## config.mk

```make
export PLATFORM = sky130hd
export DESIGN_NAME = spt_tx_ctrl
export DESIGN_NICKNAME = d
export VERILOG_FILES = /design/src/hw/spt_pkg.sv /design/src/hw/spt_tx_ctrl.sv
export SDC_FILE = /design/constraint.sdc
export NUM_CORES = 1
export LEC_CHECK = 0
export ABC_AREA = 1
export BUFFER_PORTS_ARGS = -buffer_cell sky130_fd_sc_hd__clkbuf_2
export CAP_MARGIN = 20
export CORE_MARGIN = 2
export CORE_UTILIZATION = 60
export CTS_BUF_LIST = sky130_fd_sc_hd__clkbuf_4 sky130_fd_sc_hd__clkbuf_8
export CTS_CLUSTER_DIAMETER = 150
export DETAILED_ROUTE_END_ITERATION = 8
export PLACE_DENSITY = 0.84
export SYNTH_ARGS = -nofsm -noshare
export SYNTH_HDL_FRONTEND = slang
export SYNTH_SLANG_ARGS = --single-unit
```

## constraint.sdc

```tcl
create_clock -name SYS_CLK_I -period 5.09 [get_ports SYS_CLK_I]
set_input_delay 0.509 -clock SYS_CLK_I [delete_from_list [all_inputs] [get_ports SYS_CLK_I]]
set_output_delay 0.509 -clock SYS_CLK_I [all_outputs]
set_load 0.01 [all_outputs]
```

## src/hw/spt_pkg.sv

```systemverilog
// constants, register layouts and types of the serial port transmit control
package spt_pkg;
   // register byte offsets
   localparam logic [7:0] SPT_OFS_TSC    = 8'h00;
   localparam logic [7:0] SPT_OFS_PCTL   = 8'h04;
   localparam logic [7:0] SPT_OFS_BAUD   = 8'h08;
   localparam logic [7:0] SPT_OFS_DATA   = 8'h0c;
   // reset values
   localparam logic [7:0]  SPT_TSC_RST   = 8'h02;
   localparam logic [7:0]  SPT_PCTL_RST  = 8'h00;
   localparam logic [15:0] SPT_BAUD_RST  = 16'h0000;
   // bit-period division per baud tick
   localparam logic [6:0] SPT_DIV_LOW    = 7'h40;
   localparam logic [6:0] SPT_DIV_HIGH   = 7'h10;
   localparam logic [6:0] SPT_DIV_SYNC   = 7'h02;
   // frame lengths in bits
   localparam logic [3:0] SPT_LEN_A8     = 4'ha;
   localparam logic [3:0] SPT_LEN_A9     = 4'hb;
   localparam logic [3:0] SPT_LEN_BRK    = 4'hd;
   localparam logic [3:0] SPT_LEN_S8     = 4'h8;
   localparam logic [3:0] SPT_LEN_S9     = 4'h9;
   localparam logic [12:0] SPT_BRK_FRAME = 13'h1000;
   // axi responses
   localparam logic [1:0] SPT_RESP_OKAY  = 2'h0;
   localparam logic [1:0] SPT_RESP_SLV   = 2'h2;

   typedef struct packed {
      logic clock_source_sel;
      logic tx_nine_bit_sel;
      logic tx_enable;
      logic sync_mode;
      logic break_request;
      logic speed_select;
      logic shift_empty_flag;
      logic tx_ninth_data;
   } spt_tsc_t;

   typedef struct packed {
      logic port_enable;
      logic tx_open_drain_sel;
      logic single_rx_enable;
      logic continuous_rx_enable;
      logic clock_idle_high;
      logic unused;
      logic port_c_dir7;
      logic port_c_dir6;
   } spt_pctl_t;

   // one shared pin: level driven, enable (low drives)
   typedef struct packed {
      logic dout;
      logic oe_n;
   } spt_pin_t;

   typedef enum logic {
      SPT_ST_IDLE = 1'b0,
      SPT_ST_SEND = 1'b1
   } spt_state_t;
endpackage : spt_pkg

```

## src/hw/spt_tx_ctrl.sv

```systemverilog
// serial port transmit control with axi4-lite register slave
//
// Chosen here: the placing of the registers and the AXI4-Lite slave port.
`timescale 1ns/1ns
`default_nettype none
module spt_tx_ctrl #(
   parameter int FIFO_DEPTH = 2
) (
   // system
   input  wire logic              SYS_CLK_I,
   input  wire logic              SYS_RST_I,
   // axi4-lite write
   input  wire logic [7:0]        S_AXI_AWADDR_I,
   input  wire logic              S_AXI_AWVALID_I,
   output logic                   S_AXI_AWREADY_O,
   input  wire logic [31:0]       S_AXI_WDATA_I,
   input  wire logic [3:0]        S_AXI_WSTRB_I,
   input  wire logic              S_AXI_WVALID_I,
   output logic                   S_AXI_WREADY_O,
   output logic [1:0]             S_AXI_BRESP_O,
   output logic                   S_AXI_BVALID_O,
   input  wire logic              S_AXI_BREADY_I,
   // axi4-lite read
   input  wire logic [7:0]        S_AXI_ARADDR_I,
   input  wire logic              S_AXI_ARVALID_I,
   output logic                   S_AXI_ARREADY_O,
   output logic [31:0]            S_AXI_RDATA_O,
   output logic [1:0]             S_AXI_RRESP_O,
   output logic                   S_AXI_RVALID_O,
   input  wire logic              S_AXI_RREADY_I,
   // transmit / sync clock pin
   input  wire logic              TX_CK_I,
   output spt_pkg::spt_pin_t      TX_CK_O,
   // receive / sync data pin
   input  wire logic              RX_DT_I,
   output spt_pkg::spt_pin_t      RX_DT_O
);
   import spt_pkg::*;

   localparam int PW = (FIFO_DEPTH > 1) ? $clog2(FIFO_DEPTH) : 1;

   spt_tsc_t         tsc;
   spt_pctl_t        pctl;
   logic [15:0]      baud_div;
   spt_state_t       state;
   logic [7:0]       fifo_mem [FIFO_DEPTH];
   logic [PW-1:0]    wr_ptr;
   logic [PW-1:0]    rd_ptr;
   logic [PW:0]      fifo_cnt;
   logic             aw_held;
   logic             w_held;
   logic [7:0]       wr_addr;
   logic [31:0]      wr_data;
   logic [3:0]       wr_strb;
   logic [15:0]      baud_timer;
   logic [6:0]       sub_cnt;
   logic [12:0]      shift_reg;
   logic [3:0]       bits_left;
   logic             brk_active;
   logic             clk_level;
   logic             ck_s1, ck_s2, ck_prev;
   logic             dt_s1, dt_s2;

   ////////////////////////////////////////////////////////////////////////////
   // register bus decode
   logic fifo_full, fifo_valid, do_write, wr_is_data, wr_tsc, wr_pctl, wr_baud;
   logic push, pop;
   assign fifo_full       = (fifo_cnt == (PW+1)'(FIFO_DEPTH));
   assign fifo_valid      = (fifo_cnt != '0);
   assign wr_is_data      = (wr_addr == SPT_OFS_DATA);
   // a data write waits while the buffer is full, stalling the bus
   assign do_write        = aw_held && w_held && !S_AXI_BVALID_O && !(wr_is_data && fifo_full);
   assign wr_tsc          = do_write && (wr_addr == SPT_OFS_TSC) && wr_strb[0];
   assign wr_pctl         = do_write && (wr_addr == SPT_OFS_PCTL) && wr_strb[0];
   assign wr_baud         = do_write && (wr_addr == SPT_OFS_BAUD);
   assign push            = do_write && wr_is_data && wr_strb[0];
   assign S_AXI_AWREADY_O = !aw_held;
   assign S_AXI_WREADY_O  = !w_held;
   assign S_AXI_ARREADY_O = !S_AXI_RVALID_O;

   always_ff @(posedge SYS_CLK_I) begin
      if (SYS_RST_I) begin
         aw_held <= 1'b0;
         wr_addr <= '0;
      end else if (S_AXI_AWVALID_I && !aw_held) begin
         aw_held <= 1'b1;
         wr_addr <= {S_AXI_AWADDR_I[7:2], 2'b00};
      end else if (do_write) begin
         aw_held <= 1'b0;
      end
   end

   always_ff @(posedge SYS_CLK_I) begin
      if (SYS_RST_I) begin
         w_held  <= 1'b0;
         wr_data <= '0;
         wr_strb <= '0;
      end else if (S_AXI_WVALID_I && !w_held) begin
         w_held  <= 1'b1;
         wr_data <= S_AXI_WDATA_I;
         wr_strb <= S_AXI_WSTRB_I;
      end else if (do_write) begin
         w_held  <= 1'b0;
      end
   end

   always_ff @(posedge SYS_CLK_I) begin
      if (SYS_RST_I) begin
         S_AXI_BVALID_O <= 1'b0;
         S_AXI_BRESP_O  <= SPT_RESP_OKAY;
      end else if (do_write) begin
         S_AXI_BVALID_O <= 1'b1;
         S_AXI_BRESP_O  <= (wr_addr > SPT_OFS_DATA) ? SPT_RESP_SLV : SPT_RESP_OKAY;
      end else if (S_AXI_BREADY_I) begin
         S_AXI_BVALID_O <= 1'b0;
      end
   end

   logic [7:0] rd_addr;
   assign rd_addr = {S_AXI_ARADDR_I[7:2], 2'b00};
   always_ff @(posedge SYS_CLK_I) begin
      if (SYS_RST_I) begin
         S_AXI_RVALID_O <= 1'b0;
         S_AXI_RDATA_O  <= '0;
         S_AXI_RRESP_O  <= SPT_RESP_OKAY;
      end else if (S_AXI_ARVALID_I && !S_AXI_RVALID_O) begin
         S_AXI_RVALID_O <= 1'b1;
         S_AXI_RRESP_O  <= SPT_RESP_OKAY;
         unique case (rd_addr)
            SPT_OFS_TSC:  S_AXI_RDATA_O <= {24'h000000, tsc};
            SPT_OFS_PCTL: S_AXI_RDATA_O <= {24'h000000, pctl};
            SPT_OFS_BAUD: S_AXI_RDATA_O <= {16'h0000, baud_div};
            SPT_OFS_DATA: S_AXI_RDATA_O <= {26'h0000000, dt_s2, ck_s2, brk_active,
                                            (state == SPT_ST_SEND), fifo_valid, !fifo_full};
            default: begin
               S_AXI_RDATA_O <= '0;
               S_AXI_RRESP_O <= SPT_RESP_SLV;
            end
         endcase
      end else if (S_AXI_RREADY_I) begin
         S_AXI_RVALID_O <= 1'b0;
      end
   end

   ////////////////////////////////////////////////////////////////////////////
   // control registers
   logic brk_done, step, last_bit;
   always_ff @(posedge SYS_CLK_I) begin
      if (SYS_RST_I) begin
         tsc <= SPT_TSC_RST;
      end else begin
         if (wr_tsc) begin
            tsc.clock_source_sel <= wr_data[7];
            tsc.tx_nine_bit_sel  <= wr_data[6];
            tsc.tx_enable        <= wr_data[5];
            tsc.sync_mode        <= wr_data[4];
            tsc.break_request    <= wr_data[3];
            tsc.speed_select     <= wr_data[2];
            tsc.tx_ninth_data    <= wr_data[0];
         end
         // a fresh request written in the completing cycle survives
         if (brk_done && !(wr_tsc && wr_data[3]))
            tsc.break_request <= 1'b0;
         tsc.shift_empty_flag <= (state == SPT_ST_IDLE) && !pop ||
                                 (state == SPT_ST_SEND) && step && last_bit;
      end
   end

   always_ff @(posedge SYS_CLK_I) begin
      if (SYS_RST_I)
         pctl <= SPT_PCTL_RST;
      else if (wr_pctl)
         pctl <= wr_data[7:0];
   end

   always_ff @(posedge SYS_CLK_I) begin
      if (SYS_RST_I)
         baud_div <= SPT_BAUD_RST;
      else if (wr_baud) begin
         if (wr_strb[0]) baud_div[7:0]  <= wr_data[7:0];
         if (wr_strb[1]) baud_div[15:8] <= wr_data[15:8];
      end
   end

   ////////////////////////////////////////////////////////////////////////////
   // two-entry transmit buffer
   logic eng_rst;
   assign eng_rst = SYS_RST_I || !pctl.port_enable;

   always_ff @(posedge SYS_CLK_I) begin
      if (push)
         fifo_mem[wr_ptr] <= wr_data[7:0];
   end

   always_ff @(posedge SYS_CLK_I) begin
      if (eng_rst) begin
         wr_ptr   <= '0;
         rd_ptr   <= '0;
         fifo_cnt <= '0;
      end else begin
         if (push)
            wr_ptr <= (wr_ptr == PW'(FIFO_DEPTH-1)) ? '0 : wr_ptr + 1'b1;
         if (pop)
            rd_ptr <= (rd_ptr == PW'(FIFO_DEPTH-1)) ? '0 : rd_ptr + 1'b1;
         fifo_cnt <= fifo_cnt + (PW+1)'(push) - (PW+1)'(pop);
      end
   end

   ////////////////////////////////////////////////////////////////////////////
   // baud timing and clock-pin synchroniser
   logic       master, rx_override, can_tx, tick, half_evt, slave_edge;
   logic [6:0] sub_lim;
   assign master      = tsc.sync_mode && tsc.clock_source_sel;
   assign rx_override = tsc.sync_mode && (pctl.single_rx_enable || pctl.continuous_rx_enable);
   assign can_tx      = tsc.tx_enable && !rx_override;
   assign sub_lim     = tsc.sync_mode ? SPT_DIV_SYNC :
                        (tsc.speed_select ? SPT_DIV_HIGH : SPT_DIV_LOW);
   assign tick        = (baud_timer == baud_div);
   assign half_evt    = tick && (sub_cnt == sub_lim - 7'h01);

   always_ff @(posedge SYS_CLK_I) begin
      if (eng_rst || wr_baud || state == SPT_ST_IDLE) begin
         baud_timer <= '0;
         sub_cnt    <= '0;
      end else if (tick) begin
         baud_timer <= '0;
         sub_cnt    <= half_evt ? 7'h00 : sub_cnt + 7'h01;
      end else begin
         baud_timer <= baud_timer + 16'h0001;
      end
   end

   always_ff @(posedge SYS_CLK_I) begin
      if (SYS_RST_I) begin
         // start the clock samples at the pulled-up idle level so no false edge follows reset; data samples start low
         ck_s1   <= 1'b1;
         ck_s2   <= 1'b1;
         ck_prev <= 1'b1;
         dt_s1   <= 1'b0;
         dt_s2   <= 1'b0;
      end else begin
         ck_s1   <= TX_CK_I;
         ck_s2   <= ck_s1;
         ck_prev <= ck_s2;
         dt_s1   <= RX_DT_I;
         dt_s2   <= dt_s1;
      end
   end
   // slave shifts on the edge that returns the clock to its idle level
   assign slave_edge = (ck_prev != pctl.clock_idle_high) && (ck_s2 == pctl.clock_idle_high);

   ////////////////////////////////////////////////////////////////////////////
   // shift engine
   assign pop      = (state == SPT_ST_IDLE) && can_tx && fifo_valid;
   assign last_bit = (bits_left == 4'h1);
   assign step     = !tsc.sync_mode ? half_evt :
                     master ? (half_evt && (clk_level != pctl.clock_idle_high)) : slave_edge;
   assign brk_done = (state == SPT_ST_SEND) && step && last_bit && brk_active;

   always_ff @(posedge SYS_CLK_I) begin
      if (eng_rst) begin
         state      <= SPT_ST_IDLE;
         shift_reg  <= '1;
         bits_left  <= '0;
         brk_active <= 1'b0;
      end else begin
         unique case (state)
            SPT_ST_IDLE: begin
               if (pop) begin
                  state      <= SPT_ST_SEND;
                  brk_active <= tsc.break_request && !tsc.sync_mode;
                  if (tsc.sync_mode) begin
                     shift_reg <= {4'h0, tsc.tx_ninth_data, fifo_mem[rd_ptr]};
                     bits_left <= tsc.tx_nine_bit_sel ? SPT_LEN_S9 : SPT_LEN_S8;
                  end else if (tsc.break_request) begin
                     shift_reg <= SPT_BRK_FRAME;
                     bits_left <= SPT_LEN_BRK;
                  end else if (tsc.tx_nine_bit_sel) begin
                     shift_reg <= {3'h7, tsc.tx_ninth_data, fifo_mem[rd_ptr], 1'b0};
                     bits_left <= SPT_LEN_A9;
                  end else begin
                     shift_reg <= {4'hf, fifo_mem[rd_ptr], 1'b0};
                     bits_left <= SPT_LEN_A8;
                  end
               end
            end
            SPT_ST_SEND: begin
               if (!can_tx) begin
                  state      <= SPT_ST_IDLE;
                  shift_reg  <= '1;
                  brk_active <= 1'b0;
               end else if (step) begin
                  shift_reg <= {1'b1, shift_reg[12:1]};
                  bits_left <= bits_left - 4'h1;
                  if (last_bit) begin
                     state      <= SPT_ST_IDLE;
                     brk_active <= 1'b0;
                  end
               end
            end
         endcase
      end
   end

   always_ff @(posedge SYS_CLK_I) begin
      if (eng_rst)
         clk_level <= 1'b0;
      else if (state == SPT_ST_IDLE || !master)
         clk_level <= pctl.clock_idle_high;
      else if (half_evt)
         clk_level <= !clk_level;
   end

   ////////////////////////////////////////////////////////////////////////////
   // pin drivers
   logic pins_ok, line;
   assign pins_ok = pctl.port_enable && pctl.port_c_dir7 && pctl.port_c_dir6;
   assign line    = (state == SPT_ST_SEND) ? shift_reg[0] : 1'b1;

   always_ff @(posedge SYS_CLK_I) begin
      if (SYS_RST_I) begin
         TX_CK_O <= '{dout: 1'b1, oe_n: 1'b1};
         RX_DT_O <= '{dout: 1'b1, oe_n: 1'b1};
      end else if (!pins_ok) begin
         TX_CK_O <= '{dout: 1'b1, oe_n: 1'b1};
         RX_DT_O <= '{dout: 1'b1, oe_n: 1'b1};
      end else if (!tsc.sync_mode) begin
         // full duplex: transmit pin driven, receive pin left as input
         if (pctl.tx_open_drain_sel)
            TX_CK_O <= '{dout: 1'b0, oe_n: line};
         else
            TX_CK_O <= '{dout: line, oe_n: 1'b0};
         RX_DT_O <= '{dout: 1'b1, oe_n: 1'b1};
      end else begin
         // half duplex: data pin turned around by the port itself
         TX_CK_O <= '{dout: clk_level, oe_n: !master};
         RX_DT_O <= '{dout: line, oe_n: !(state == SPT_ST_SEND)};
      end
   end
endmodule : spt_tx_ctrl
`default_nettype wire

```

== Yosys cells after proc, flatten, opt, wreduce, memory -nomap -nowiden ==
Memories as Yosys holds them, arrays and structs flattened. A register that Yosys moved wholly into a read port is not among the register bits.
Cells that the tools add are included.

* Register bits after elaboration: 152
* Memory bits (writable): 16
* Input bits: 61
* Output and inout bits: 45
* Memories: 1

* Add/subtract/negate cells: 8
* Magnitude comparators: 1
* Equality and inequality tests: 18
* Mux-type cells: 51
* Bitwise operators: 3
* Reduce and logical (&&, ||, !) cells: 69

{| class="wikitable"
|+ Memory list
! name !! depth !! bits a word !! rd ports !! clocked after Yosys merged registers in !! write ports !! RTL line !! source
|-
| fifo_mem || 2 || 8 || 1 || 1 || 1 || spt_tx_ctrl.sv:46 || <nowiki>logic [7:0] fifo_mem [FIFO_DEPTH];</nowiki>
|}

{| class="wikitable"
|+ Operator list
! operator !! count
|-
| 16-bit case mux with 4 select lines || 1
|-
| 13-bit two-way mux || 4
|-
| 1-bit logical AND || 31
|-
| 1-bit two-way mux || 28
|-
| 13-bit case mux with 2 select lines || 1
|-
| 6-bit by 2-bit == test with 1-bit output, second input constant || 4
|-
| 7-bit two-way mux || 3
|-
| 16-bit by 1-bit adder with 16-bit output, second input constant || 1
|-
| 16-bit == test || 1
|-
| 8-bit zero test || 2
|-
| 1-bit zero test || 14
|-
| 6-bit by 1-bit == test with 1-bit output, second input constant || 2
|-
| 12-bit two-way mux || 1
|-
| 4-bit two-way mux || 3
|-
| 2-bit nonzero test || 6
|-
| 10-bit two-way mux || 1
|-
| 8-bit by 4-bit greater-than comparator with 1-bit output, second input constant || 1
|-
| 2-bit two-way mux || 4
|-
| 4-bit case mux with 2 select lines || 1
|-
| 7-bit by 1-bit adder with 7-bit output, second input constant || 1
|-
| 7-bit == test || 1
|-
| 7-bit by 1-bit subtractor with 7-bit output, second input constant || 1
|-
| 1-bit logical OR || 6
|-
| 3-bit two-way mux || 2
|-
| other kinds (18) || 30
|}

== Logic depth before layout (Yosys ltp) ==
Gate-level depths: netlist of the first run.

* Depth in word-level cells: 13
* Mapped depth: 14

== Worst setup path before layout of the first run ==
OpenSTA, ideal clock, no wires.

* Path type: reg-to-reg
* Start point: reg w_held
* End point: reg fifo_cnt[1]
* Library setup time: 70 ps
* Arrival: 1899 ps
* Data required time: 5020 ps
* Slack: 3121 ps
* Stages on the path, launching flop included: 11
* Clock period less this slack: 1969 ps
* Path through: dfxtp_1 inv_1 nor3_1 nand2_4 nor2_4 nand2_1 ha_1 inv_1 ha_1 or2_2 a21oi_1

* Cells in the longest elaborated chain, start to end: 7

{| class="wikitable"
|+ RTL lines
! what !! RTL line !! source
|-
| from (decl) || spt_tx_ctrl.sv:51 || <nowiki>logic w_held;</nowiki>
|-
| from (signal assigned) || spt_tx_ctrl.sv:95 || <nowiki>w_held <= 1'b0;</nowiki>
|-
| from (signal assigned) || spt_tx_ctrl.sv:99 || <nowiki>w_held <= 1'b1;</nowiki>
|-
| from (signal assigned) || spt_tx_ctrl.sv:103 || <nowiki>w_held <= 1'b0;</nowiki>
|-
| 1-bit logical AND (3 in a row) || spt_tx_ctrl.sv:72 || <nowiki>assign do_write = aw_held && w_held && !S_AXI_BVALID_O && !(wr_is_data && fifo_full);</nowiki>
|-
| 1-bit logical AND (2 in a row) || spt_tx_ctrl.sv:76 || <nowiki>assign push = do_write && wr_is_data && wr_strb[0];</nowiki>
|-
| 2-bit by 1-bit adder with 2-bit output || spt_tx_ctrl.sv:205 || <nowiki>fifo_cnt <= fifo_cnt + (PW+1)'(push) - (PW+1)'(pop);</nowiki>
|-
| 2-bit by 1-bit subtractor with 2-bit output || spt_tx_ctrl.sv:205 ||
|-
| to (signal assigned) || spt_tx_ctrl.sv:205 ||
|-
| to (decl) || spt_tx_ctrl.sv:49 || <nowiki>logic [PW:0] fifo_cnt;</nowiki>
|}

No other way between the ends.
A chain may end at the register's enable or synchronous reset.

== Worst setup path after layout of the first run ==
* Start point: reg state
* End point: reg fifo_cnt[1]

* Cells in the longest elaborated chain, start to end: 4

{| class="wikitable"
|+ RTL lines
! what !! RTL line !! source
|-
| from (decl) || spt_tx_ctrl.sv:45 || <nowiki>spt_state_t state;</nowiki>
|-
| from (signal assigned) || spt_tx_ctrl.sv:262 || <nowiki>state <= SPT_ST_IDLE;</nowiki>
|-
| from (signal assigned) || spt_tx_ctrl.sv:270 || <nowiki>state <= SPT_ST_SEND;</nowiki>
|-
| from (signal assigned) || spt_tx_ctrl.sv:289 || <nowiki>state <= SPT_ST_IDLE;</nowiki>
|-
| 1-bit inverter || -- ||
|-
| 1-bit logical AND (2 in a row) || spt_tx_ctrl.sv:254 || <nowiki>assign pop = (state == SPT_ST_IDLE) && can_tx && fifo_valid;</nowiki>
|-
| named net pop || spt_tx_ctrl.sv:67 || <nowiki>logic push, pop;</nowiki>
|-
| 2-bit by 1-bit subtractor with 2-bit output || spt_tx_ctrl.sv:205 ||
|}

The timed path passes the listed nets, and every way through them passes these cells.

==> summary.md, run 1 <==
| Metric | Value |
|---|---|
| Outcome | `complete, no violations` |
| Post-CTS Resized | `0` |
| Seq/Total Area, Yosys | `0.4652` |
| CP Launch Type | `flop` |
| Met2 Use GR | `0.3812` |
| Arrival time at the worst endpoint | `3.18 ns` |
| CORE AREA | `10,980 µm²` |
| Met3 Usage GRT | `0.05358` |
| DP Worst Slack | `2.387 ns` |
| TNS Setup | `0 ns` |
| Fin crit share | `0.5519` |
| Pwr dens | `310.6 nW/µm²` |
| Setup ws final | `2.281 ns` |
| RSZ-0062 raised after global routing | `false` |
| Seq cells post-synth | `151` |
| Warnings from Yosys | `0` |
| Unique cell type count in the Yosys netlist | `44` |
| Final Hold Fails | `0` |
| Gpl congestion | `0.8427` |
| CTS tree | `built` |
| CTS Root Buffer Type | `clkbuf_8` |
| GR Overflow Total | `0` |
| # placed instances | `1,047` |
| Yosys top cell area share | `0.3950` |
| # H-tree levels | `4` |
| DRC viols | `0` |
| Share of flip-flops with an asynchronous set or reset | `0` |
| Crit-path slowest cell | `dfxtp_1` |
| Diode count | `0` |
| GR met1 Demand/Resource | `0.3455` |
| Port bufs | `65` |
| Largest net degree at the start of global routing | `57` |
| Vias post-DR | `5,843` |
| Die width | `110.8 µm` |
| Routed vias/inst | `5.415` |
| Slew HR | `0.2900` |
| I/O pin cnt | `106` |
| Max_cap viols | `0` |
| Syn avg cell area | `7.838 µm²` |
| Pleak | `3.065 nW` |
| Vias in the first global route | `5,257` |
| CP Launch Point | `state$_SDFF_PP0_` |
| GRT busiest layer | `met2` |
| WP data required | `5.46 ns` |
| Fin. max-slew vios | `0` |
| FF-to-FF Start | `state$_SDFF_PP0_` |
| Row count | `38` |
| Drt total wl | `14,950 µm` |
| Synth top area cells | `dfxtp_1 (39%), nand2_1 (8.2%), edfxtp_1 (7.0%), o21ai_0 (6.9%), a21oi_1 (5.3%)` |
| Endpoints failing setup | `0` |
| Initial DRC count | `505` |
| Setup CP Type | `flop to flop` |
| Post-Route Utilization | `0.6874` |
| Antenna violations before repair | `0` |
| CP delay by family, top | `flip-flops` |
| Clock skew | `0.01075 ns` |
| Layout cell share with drive strength beyond 1 | `0.1725` |
| FMAX | `356.0 MHz` |
| Pre-antenna DRT Iters | `6` |
| Worst vdd ir | `0.0002055 V` |
| Area grow syn2layout | `10.33%` |
| Area leader, netlist | `dfxtp_1` |
| First-pass GRT wire length | `24,920 µm` |
| Crit-path max cell delay | `1.03 ns` |
| Starting Density | `0.6230` |
| Crit path cell chain | `inv_1, nand3_1, inv_1, ha_1, inv_1, ha_1, or2_2, a21oi_1` |
| Die area | `12,270 µm²` |
| Worst path buffer plus inverter count | `3` |
| Antenna viol nets, final | `0` |
| Crit. End Element | `flop` |
| Drt wl/cell | `13.86 µm` |
| Hold buffer count at CTS | `0` |
| Total GRT Usage | `0.2483` |
| Clock Latency Late Sink | `0.44 ns` |
| Clk pin slew, worst setup/hold paths | `0.09 ns` |
| Main synth FF type | `dfxtp_1` |
| CP max FO | `27` |
| Die Height | `110.8 µm` |
| Worst hold-check path type | `input pin to flop` |
| Fin cells | `1,079` |
| Cts bufs inserted | `17` |
| Worst Max-Slew Pin Slew | `1.064 ns` |
| Tmin final | `2.809 ns` |
| Commonest cells after routing, fill and taps aside | `nand2_1 (150), dfxtp_1 (135), o21ai_0 (94), inv_1 (85), nor2_1 (80)` |
| Max clock buf depth | `2` |
| Nets | `993` |
| Post-Syn Instances | `873` |
| Power Total | `2.345 mW` |
| HP Start | `TX_CK_I` |
| Top cell by count, worst path | `inv_1` |
| Synth Cell Area | `6843 µm²` |
| Clock Sink Count | `151` |
| Final HPWL DP | `10,860 µm` |
| EDFF count, synth | `16` |
| Post-CTS Setup Bufs | `0` |
| Commonest non-fill, non-tap cell in the layout | `nand2_1` |
==> where the power goes <==
part | total (mW) | internal, mW | switching (mW)
combinational | 0.119 | 0.0400 | 0.0785
clock | 0.979 | 0.497 | 0.482
sequential | 1.25 | 1.23 | 0.0204
total | 2.34 | 1.76 | 0.581
==> through the flow <==
step,area [µm²],hold slack (ns)
after CTS,7550,0.2297
after floorplan,6907,0.3883
after global placement,7124,0.3920
final,7550,0.2477
after detailed placement,7124,0.3993
after global routing,7550,0.2320
==> kinds of logic (layout without fill, tap and decap cells) <==
kind of cell	count (synthesis)	after routing	synth area share
and+or+nand+nor	351	351	0.2457
adders and majority gates	6	6	0.01097
muxes	8	8	0.01280
DFF	151	151	0.4652
other	1	18	0.0005480
AOI/OAI and AO/OA	191	191	0.1472
xor gates and xnor gates	15	15	0.01920
buffers and inverters	150	199	0.09837
==> area by class of cell <==
cell class	instances	area [µm²]
multi-input cells	589	3050
fillers	885	3433
flip-flops and latches	151	3183
repair buffers	67	340.3
inverters	100	375.4
clock inverters	15	191.4
clock buffers	17	234.0
well taps	140	175.2
==> Yosys cell counts (7+ instances only) <==
library cell,instances
xor2_1,12
nand4_1,9
or2_2,7
buf_4,22
a21oi_1,73
dfxtp_1,135
inv_1,85
nand3_1,55
nor2_1,80
edfxtp_1,16
clkbuf_1,21
o21ai_0,94
inv_2,13
nor3_1,10
nor2_2,13
nand2_1,150
==> path summary, 6_finish.rpt <==
check	endpoint	cells after the start	slack, ns
min reg2reg	ck_s2$_SDFF_PP1_	1	0.42
max reg2reg	fifo_cnt[1]$_SDFF_PP0_	8	2.28
max	fifo_cnt[1]$_SDFF_PP0_	8	2.28
min	ck_s1$_SDFF_PP1_	2	0.25
==> metal layers <==
metal / wire, µm / share of wire
met5: 0 / 0
met4: 307 / 0.021
met3: 1176 / 0.079
met2: 6626 / 0.44
met1: 6843 / 0.46
(Power assumes the default switching activity.)
==> inputs of run 2 (changes only) <==
--- a/config.mk
+++ b/config.mk
@@ -9,11 +9,11 @@
 export BUFFER_PORTS_ARGS = -buffer_cell sky130_fd_sc_hd__clkbuf_2
 export CAP_MARGIN = 20
 export CORE_MARGIN = 2
-export CORE_UTILIZATION = 60
+export CORE_UTILIZATION = 59
 export CTS_BUF_LIST = sky130_fd_sc_hd__clkbuf_4 sky130_fd_sc_hd__clkbuf_8
 export CTS_CLUSTER_DIAMETER = 150
 export DETAILED_ROUTE_END_ITERATION = 8
-export PLACE_DENSITY = 0.84
+export PLACE_DENSITY = 0.82
 export SYNTH_ARGS = -nofsm -noshare
 export SYNTH_HDL_FRONTEND = slang
 export SYNTH_SLANG_ARGS = --single-unit
==> constraint.sdc (replaced) <==
create_clock -name SYS_CLK_I -period 2.7 [get_ports SYS_CLK_I]
set_input_delay 0.27 -clock SYS_CLK_I [delete_from_list [all_inputs] [get_ports SYS_CLK_I]]
set_output_delay 0.27 -clock SYS_CLK_I [all_outputs]
set_load 0.01 [all_outputs]
==> run 2 against run 1 <==
Compared with the run above:
- register-to-register slack worse by 1.8 ns
- worst setup slack worse by 1.8 ns
- combinational power up 98%
- cell count up 1.2%
- first-iteration DRC count down 36%
- worst hold slack worse by 0.23 ns
- utilization down 1.7 points
- critical path depth unchanged
- clock-buffer cell count unchanged
- non-clock buffer count up 10
- flip-flop and latch count unchanged
- largest cell class unchanged
==> summary.md, run 2 (synthesis gave the netlist of run 1 again) <==
| Metric | Value |
|---|---|
| RSZ-0062 raised after global routing | `false` |
| Total GRT Usage | `0.2492 (+0.0008525)` |
| Crit path cell chain | `o21ai_1, nand2_1, inv_1, nand3_1, nand2_1, nand2_4, nand2_1, nand3_1` |
| Starting Density | `0.6018 (-0.02119)` |
| Port bufs | `65 (unchanged)` |
| DRC viols | `0 (unchanged)` |
| Initial DRC count | `325 (-36%)` |
| Endpoints failing setup | `0 (unchanged)` |
| Worst hold-check path type | `input pin to flop` |
| Commonest cells after routing, fill and taps aside | `nand2_1 (150), dfxtp_1 (135), o21ai_0 (94), inv_1 (85), nor2_1 (80)` |
| Largest net degree at the start of global routing | `27 (-53%)` |
| Slew HR | `0.4750 (+0.1850)` |
| CTS Root Buffer Type | `clkbuf_8` |
| TNS Setup | `0 ns (unchanged)` |
| CP max FO | `21 (-22%)` |
| Setup CP Type | `flop to flop` |
| Clock Latency Late Sink | `0.48 ns (+0.04 ns)` |
| Post-CTS Resized | `0 (unchanged)` |
| Clk pin slew, worst setup/hold paths | `0.09 ns (about the same)` |
| FF-to-FF Start | `tsc[4]$_SDFFE_PP0N_` |
| First-pass GRT wire length | `24,960 µm (+0.14%)` |
| Antenna violations before repair | `0 (unchanged)` |
| GR Overflow Total | `0 (unchanged)` |
| Outcome | `complete, no violations` |
| # H-tree levels | `4 (unchanged)` |
| Tmin final | `2.194 ns (-0.6149 ns)` |
| Row count | `39 (+2.6%)` |
| Worst path buffer plus inverter count | `1 (-2)` |
| Gpl congestion | `0.8729 (+3.6%)` |
| Area grow syn2layout | `11.41%` |
| CP Launch Type | `flop` |
| Die area | `12,480 µm² (+1.6%)` |
| DP Worst Slack | `0.5746 ns (-1.812 ns)` |
| Power Total | `4.431 mW (+89%)` |
| Die Height | `111.7 µm (+0.82%)` |
| Design area | `7624 µm² (+0.98%)` |
| WP data required | `3.12 ns (-2.34 ns)` |
| Final HPWL DP | `10,600 µm (-2.3%)` |
| Clock Sink Count | `151 (unchanged)` |
| Pwr dens | `581.2 nW/µm² (+87%)` |
| Pre-antenna DRT Iters | `5 (-1)` |
| Commonest non-fill, non-tap cell in the layout | `nand2_1` |
| I/O pin cnt | `106 (unchanged)` |
| Max_cap viols | `0 (unchanged)` |
| Worst reg2reg setup slack | `0.51 ns (-1.78 ns)` |
| Arrival time at the worst endpoint | `2.61 ns (-0.57 ns)` |
| HP Start | `S_AXI_AWADDR_I[2]` |
| CTS tree | `built` |
| Final Hold Fails | `0 (unchanged)` |
| Nets | `1,003 (+1.0%)` |
| Pleak | `3.122 nW (+1.9%)` |
| Worst Hold Depth | `3 (+1)` |
| Drt wl/cell | `13.63 µm (-1.6%)` |
| CP delay by family, top | `simple AND/OR/NAND/NOR gates` |
| Placed cell areas | `7188 µm² (+0.90%)` |
| Fin crit share | `0.8128 (+0.2608)` |
| Crit-path slowest cell | `dfxtp_1` |
| Drt total wl | `14,890 µm (-0.45%)` |
| Cts bufs inserted | `17 (unchanged)` |
| Setup ws final | `0.5055 ns (-1.775 ns)` |
| Worst Max-Slew Pin Slew | `0.7856 ns (-0.2779 ns)` |
| CORE AREA | `11,370 µm² (+3.5%)` |
| Fin cells | `1,092 (+1.2%)` |
| Max clock buf depth | `2 (unchanged)` |
| Top cell by count, worst path | `nand2_1` |
| Layout cell share with drive strength beyond 1 | `0.1791 (+0.006612)` |
| Worst vdd ir | `0.0004991 V (+140%)` |
| Routed vias/inst | `5.332 (-1.5%)` |
| Worst Hold Endpoint | `wr_addr[2]$_SDFFE_PP0P_` |
| Fin. max-slew vios | `0 (unchanged)` |
| Die width | `111.7 µm (+0.82%)` |
| Vias in the first global route | `5,234 (-0.44%)` |
| Worst r2r dst | `shift_reg[6]$_SDFFE_PP1P_` |
| FMAX | `455.7 MHz (+28%)` |
| FF-to-FF path depth | `8 (unchanged)` |
| # placed instances | `1,058 (+1.1%)` |
| Vias post-DR | `5,823 (-0.34%)` |
| Crit. End Element | `flop` |
| Crit-path max cell delay | `0.57 ns (-0.46 ns)` |
| Antenna viol nets, final | `0 (unchanged)` |
| Diode count | `0 (unchanged)` |
| Clock skew | `0.009545 ns (-0.001203 ns)` |
## run 2: final cells by class
| type | count | area, µm² |
|---|---|---|
| Timing Repair Buffer | 77 | 420.4 |
| Fill cell | 960 | 3746 |
| Clock buffer | 17 | 234.0 |
| Sequential cell | 151 | 3183 |
| Tap cell | 143 | 178.9 |
| Clock inverter | 15 | 181.4 |
| Inverter | 100 | 375.4 |
| Multi-Input combinational cell | 589 | 3050 |
## run 2: what timing repair did
| action | in CTS | in global routing |
|---|---|---|
| hold endpoints to repair | 2 | 0 |
| setup endpoints to repair | 0 | 0 |
| buffers inserted | 0 | 0 |
| hold buffers | 2 | 0 |
## run 2: how the worst max path moves through the flow
| stage | startpoint | end | slack [ns] | depth (start not counted) |
|---|---|---|---|---|
| 2_1_floorplan | w_held$_SDFFE_PP0P_ | fifo_cnt[1]$_SDFF_PP0_ | 0.73 | 10 |
| 3_3_place_gp | tsc[4]$_SDFFE_PP0N_ | shift_reg[5]$_SDFFE_PP1P_ | 0.58 | 8 |
| 3_5_place_dp | tsc[4]$_SDFFE_PP0N_ | fifo_cnt[1]$_SDFF_PP0_ | 0.57 | 10 |
| 4_1_cts | tsc[4]$_SDFFE_PP0N_ | fifo_cnt[1]$_SDFF_PP0_ | 0.55 | 10 |
| 5_1_grt | tsc[4]$_SDFFE_PP0N_ | shift_reg[6]$_SDFFE_PP1P_ | 0.33 | 8 |
| 6_report | tsc[4]$_SDFFE_PP0N_ | shift_reg[6]$_SDFFE_PP1P_ | 0.51 | 8 |
## run 2: tightest hold or removal path, stage by stage
cell	delay, ns
clkbuf_2	0.08
nor2_1	0.03
nor2_1	0.08
## run 2: through the flow
stage | util | hold slack (ns)
after floorplan | - | 0.3738
after global placement | 0.6322 | 0.3930
after detailed placement | 0.6322 | 0.3940
after CTS | 0.6705 | 0.009211
after global routing | 0.6705 | 0.05121
final | 0.6705 | 0.01869
## run 2: per-layer routing
layer	vias to the layer above	track usage	wire length, µm
li1	2966	-	-
met1	2632	0.3350	6718
met2	190	0.3891	6836
met3	35	0.05498	946
met4	0	0.1078	383
met5	-	0	0
## run 2: where the power goes
part	switching, mW	total, mW	leakage, nW	internal, mW
Sequential	0.0400	2.35	1.25	2.31
Clock	0.976	1.84	0.213	0.865
Combinational	0.153	0.236	1.66	0.0837
Total	1.17	4.43	3.12	3.26
==> inputs of run 3 (changes only) <==
--- a/config.mk
+++ b/config.mk
@@ -5,11 +5,11 @@
 export SDC_FILE = /design/constraint.sdc
 export NUM_CORES = 1
 export LEC_CHECK = 0
-export ABC_AREA = 1
+export ABC_AREA = 0
 export BUFFER_PORTS_ARGS = -buffer_cell sky130_fd_sc_hd__clkbuf_2
 export CAP_MARGIN = 20
 export CORE_MARGIN = 2
-export CORE_UTILIZATION = 59
+export CORE_UTILIZATION = 58
 export CTS_BUF_LIST = sky130_fd_sc_hd__clkbuf_4 sky130_fd_sc_hd__clkbuf_8
 export CTS_CLUSTER_DIAMETER = 150
 export DETAILED_ROUTE_END_ITERATION = 8
==> constraint.sdc (replaced) <==
create_clock -name SYS_CLK_I -period 2.3 [get_ports SYS_CLK_I]
set_input_delay 0.23 -clock SYS_CLK_I [delete_from_list [all_inputs] [get_ports SYS_CLK_I]]
set_output_delay 0.23 -clock SYS_CLK_I [all_outputs]
set_load 0.01 [all_outputs]
==> run 3 against run 2 <==
Compared with the run above:
- sequential power up 17%
- non-clock buffer count up 26
- die area down 2.9%
- power up 13%
- highest routed layer unchanged
==> summary.md, run 3 <==
| Metric | Value |
|---|---|
| Seq cells post-synth | `151 (unchanged)` |
| CTS tree | `built` |
| Share of flip-flops with an asynchronous set or reset | `0 (unchanged)` |
| Total GRT Usage | `0.2691 (+0.01999)` |
| Worst reg2reg setup slack | `0.09 ns (-0.42 ns)` |
| CP max FO | `4 (-81%)` |
| Vias post-DR | `5,408 (-7.1%)` |
| Slew HR | `0.4467 (-0.02830)` |
| Pleak | `2.916 nW (-6.6%)` |
| Clock Latency Late Sink | `0.45 ns (-0.03 ns)` |
| Psw | `1.163 mW (-0.42%)` |
| Die area | `12,110 µm² (-2.9%)` |
| FF-to-FF path depth | `10 (+2)` |
| Row count | `38 (-2.6%)` |
| Logic pwr share | `0.060 (+0.007)` |
| Top post-synthesis cells by count | `dfxtp_1 (135), nand2_1 (93), nor2_1 (84)` |
| Layout cell share with drive strength beyond 1 | `0.1835 (+0.004385)` |
| Post-Syn Instances | `704 (-19%)` |
| FF-to-FF Start | `wr_addr[4]$_SDFFE_PP0P_` |
| Crit. End Element | `flop` |
| Yosys top cell area share | `0.4143 (+0.01940)` |
| Commonest non-fill, non-tap cell in the layout | `dfxtp_1` |
| Tmin final | `2.211 ns (+0.01676 ns)` |
| FMAX | `452.2 MHz (-0.76%)` |
| Worst Hold Depth | `3 (unchanged)` |
| Warnings from Yosys | `0 (unchanged)` |
| Clock power frac | `0.390 (-0.025)` |
| CORE AREA | `10,890 µm² (-4.2%)` |
| Net Sw Frac | `0.2332 (-0.03048)` |
| Antenna viol nets, final | `0 (unchanged)` |
| Port bufs | `65 (unchanged)` |
| Power share of the sequential group | `0.550 (+0.019)` |
| Worst Hold Endpoint | `wr_addr[5]$_SDFFE_PP0P_` |
| Starting Density | `0.5991 (-0.002791)` |
| Die width | `110.0 µm (-1.5%)` |
| Unique cell type count in the Yosys netlist | `59 (+34%)` |
| Setup CP Type | `flop to flop` |
| Routed vias/inst | `5.747 (+7.8%)` |
| Hold_ws | `0.03297 ns (+0.01429 ns)` |
| Antenna violations before repair | `0 (unchanged)` |
| WP data required | `2.61 ns (-0.51 ns)` |
| # H-tree levels | `4 (unchanged)` |
| HP Start | `S_AXI_AWADDR_I[5]` |
| Worst vdd ir | `0.0004378 V (-12%)` |
| DRC viols | `0 (unchanged)` |
| Largest net degree at the start of global routing | `85 (+210%)` |
| Most instantiated library cell after synthesis | `dfxtp_1` |
| Area grow syn2layout | `15.61%` |
| Arrival time at the worst endpoint | `2.52 ns (-0.09 ns)` |
| Drt wl/cell | `16.36 µm (+20%)` |
| Initial DRC count | `348 (+7.1%)` |
| CTS Root Buffer Type | `clkbuf_8` |
| Nets | `855 (-15%)` |
| Worst hold-check path type | `input pin to flop` |
| Fin crit share | `0.9614 (+0.1486)` |
| Worst r2r dst | `fifo_cnt[1]$_SDFF_PP0_` |
| Clock Sink Count | `151 (unchanged)` |
| Clk pin slew, worst setup/hold paths | `0.08 ns (about the same)` |
| Power Total | `4.989 mW (+13%)` |
| Final Hold Fails | `0 (unchanged)` |
| Pwr dens | `661.6 nW/µm² (+14%)` |
| Seq/Total Area, Yosys | `0.4880 (+0.02284)` |
| Final HPWL DP | `10,340 µm (-2.4%)` |
| Synth top area cells | `dfxtp_1 (41%), edfxtp_1 (7.4%), nand2_1 (5.4%), nor2_1 (4.8%), mux2i_1 (4.6%)` |
| Pre-antenna DRT Iters | `5 (unchanged)` |
| GR Overflow Total | `0 (unchanged)` |
| Diode count | `0 (unchanged)` |
| Endpoints failing setup | `0 (unchanged)` |
| P_int | `3.826 mW (+17%)` |
| I/O pin cnt | `106 (unchanged)` |
| Synth Cell Area | `6523 µm² (-4.7%)` |
| Commonest cells after routing, fill and taps aside | `dfxtp_1 (135), nand2_1 (93), nor2_1 (84), clkbuf_2 (65), a21oi_1 (43)` |
| Gpl congestion | `0.8861 (+1.5%)` |
| CP Launch Type | `flop` |
| Vias in the first global route | `5,212 (-0.42%)` |
| Max clock buf depth | `2 (unchanged)` |
| Main synth FF type | `dfxtp_1` |
| Max_cap viols | `0 (unchanged)` |
| Area leader, netlist | `dfxtp_1` |
| Drt total wl | `15,390 µm (+3.4%)` |
| Worst Max-Slew Pin Slew | `0.8299 ns (+0.04436 ns)` |
| Syn avg cell area | `9.265 µm² (+18%)` |
| First-pass GRT wire length | `24,930 µm (-0.11%)` |
| EDFF count, synth | `16 (unchanged)` |
| Clock skew | `0.01171 ns (+0.002160 ns)` |
| Die Height | `110.0 µm (-1.5%)` |
| Outcome | `complete, no violations` |
| Cts bufs inserted | `17 (unchanged)` |
| Fin. max-slew vios | `0 (unchanged)` |
## run 3: cell types whose count changed in the layout (fill, tap and decap cells not counted), moves of 10 or more
| cell | delta |
|---|---|
| buf_4 | +10 |
| o21ai_0 | -86 |
| a21oi_1 | -30 |
| a22oi_1 | +10 |
| nand3_1 | -29 |
| xnor2_1 | +18 |
| mux2i_1 | +28 |
| nand2_1 | -57 |
| dlygate4sd3_1 | +16 |
| inv_1 | -69 |
| nor2_2 | -12 |
| inv_2 | -13 |
## run 3: cell families after synthesis
| group | share of synthesized area |
|---|---|
| buffers and inverters | 0.05295 |
| XOR/XNOR | 0.05640 |
| adder cells (fa/ha/maj) | 0.01151 |
| multiplexers | 0.07539 |
| AND/OR/NAND/NOR | 0.1985 |
| flip-flops | 0.4880 |
| other | 0.0005749 |
| AO/OA/AOI/OAI | 0.1166 |
## run 3: metrics by stage
step / area (µm²) / setup TNS [ns] / util / worst slack (ns) / std cells
after floorplan: 6586 / 0 / - / 0.1379 / 721
after global routing: 7541 / -0.009059 / 0.6926 / -0.009059 / 941
after CTS: 7511 / 0 / 0.6898 / 0.07063 / 941
after global placement: 6952 / 0 / 0.6385 / 0.1929 / 891
after detailed placement: 6952 / 0 / 0.6385 / 0.1198 / 891
final: 7541 / 0 / 0.6926 / 0.08876 / 941
## run 3: area by class of cell
class / instances / area (µm²)
clock inverters: 11 / 108.9
flip-flops and latches: 151 / 3183
well taps: 140 / 175.2
repair buffers: 103 / 655.6
multi-input cells: 499 / 3094
inverters: 16 / 60.06
fillers: 781 / 3347
clock buffers: 21 / 264.0
## run 3: critical path, cell delays in order, from the launching register on
cell and delay (ns):
dfxtp_1 0.35, nor4_4 0.31, and3_4 0.24, a31oi_2 0.11, nand3_2 0.14, ha_1 0.24
inv_1 0.07, ha_1 0.16, xor2_1 0.20, xnor2_1 0.17, nor2_1 0.08
## run 3: repair_timing
item	CTS	global route
buffers inserted	0	0
endpoints found under the setup margin	1	14
cloned	0	0
hold buffers	18	0
resized for setup	1	5
endpoints found under the hold margin	18	0
## run 3: layer usage
metal	up-vias	wire (µm)	GRT usage
met5	-	0	0
met4	0	376	0.1203
met3	33	874	0.05409
met2	220	7800	0.4575
met1	2574	6340	0.3302
li1	2581	-	-
## run 3: how the worst max path moves through the flow
stage	from	end	slack [ns]	cells past startpoint
5_1_grt	wr_addr[4]$_SDFFE_PP0P_	fifo_cnt[1]$_SDFF_PP0_	-0.009	10
2_1_floorplan	wr_addr[4]$_SDFFE_PP0P_	fifo_cnt[1]$_SDFF_PP0_	0.14	10
6_report	wr_addr[4]$_SDFFE_PP0P_	fifo_cnt[1]$_SDFF_PP0_	0.09	10
3_3_place_gp	wr_addr[4]$_SDFFE_PP0P_	fifo_cnt[1]$_SDFF_PP0_	0.19	10
4_1_cts	wr_addr[4]$_SDFFE_PP0P_	fifo_cnt[1]$_SDFF_PP0_	0.07	10
3_5_place_dp	wr_addr[4]$_SDFFE_PP0P_	fifo_cnt[1]$_SDFF_PP0_	0.12	10
## run 3: power groups by stage
stage,Sequential (mW),Clock (mW),Combinational [mW]
3_5_place_dp,2.80,0,0.262
6_report,2.75,1.95,0.297
4_1_cts,2.74,1.97,0.289
3_3_place_gp,2.80,0,0.255
5_1_grt,2.75,2.06,0.327
2_1_floorplan,2.78,0,0.201
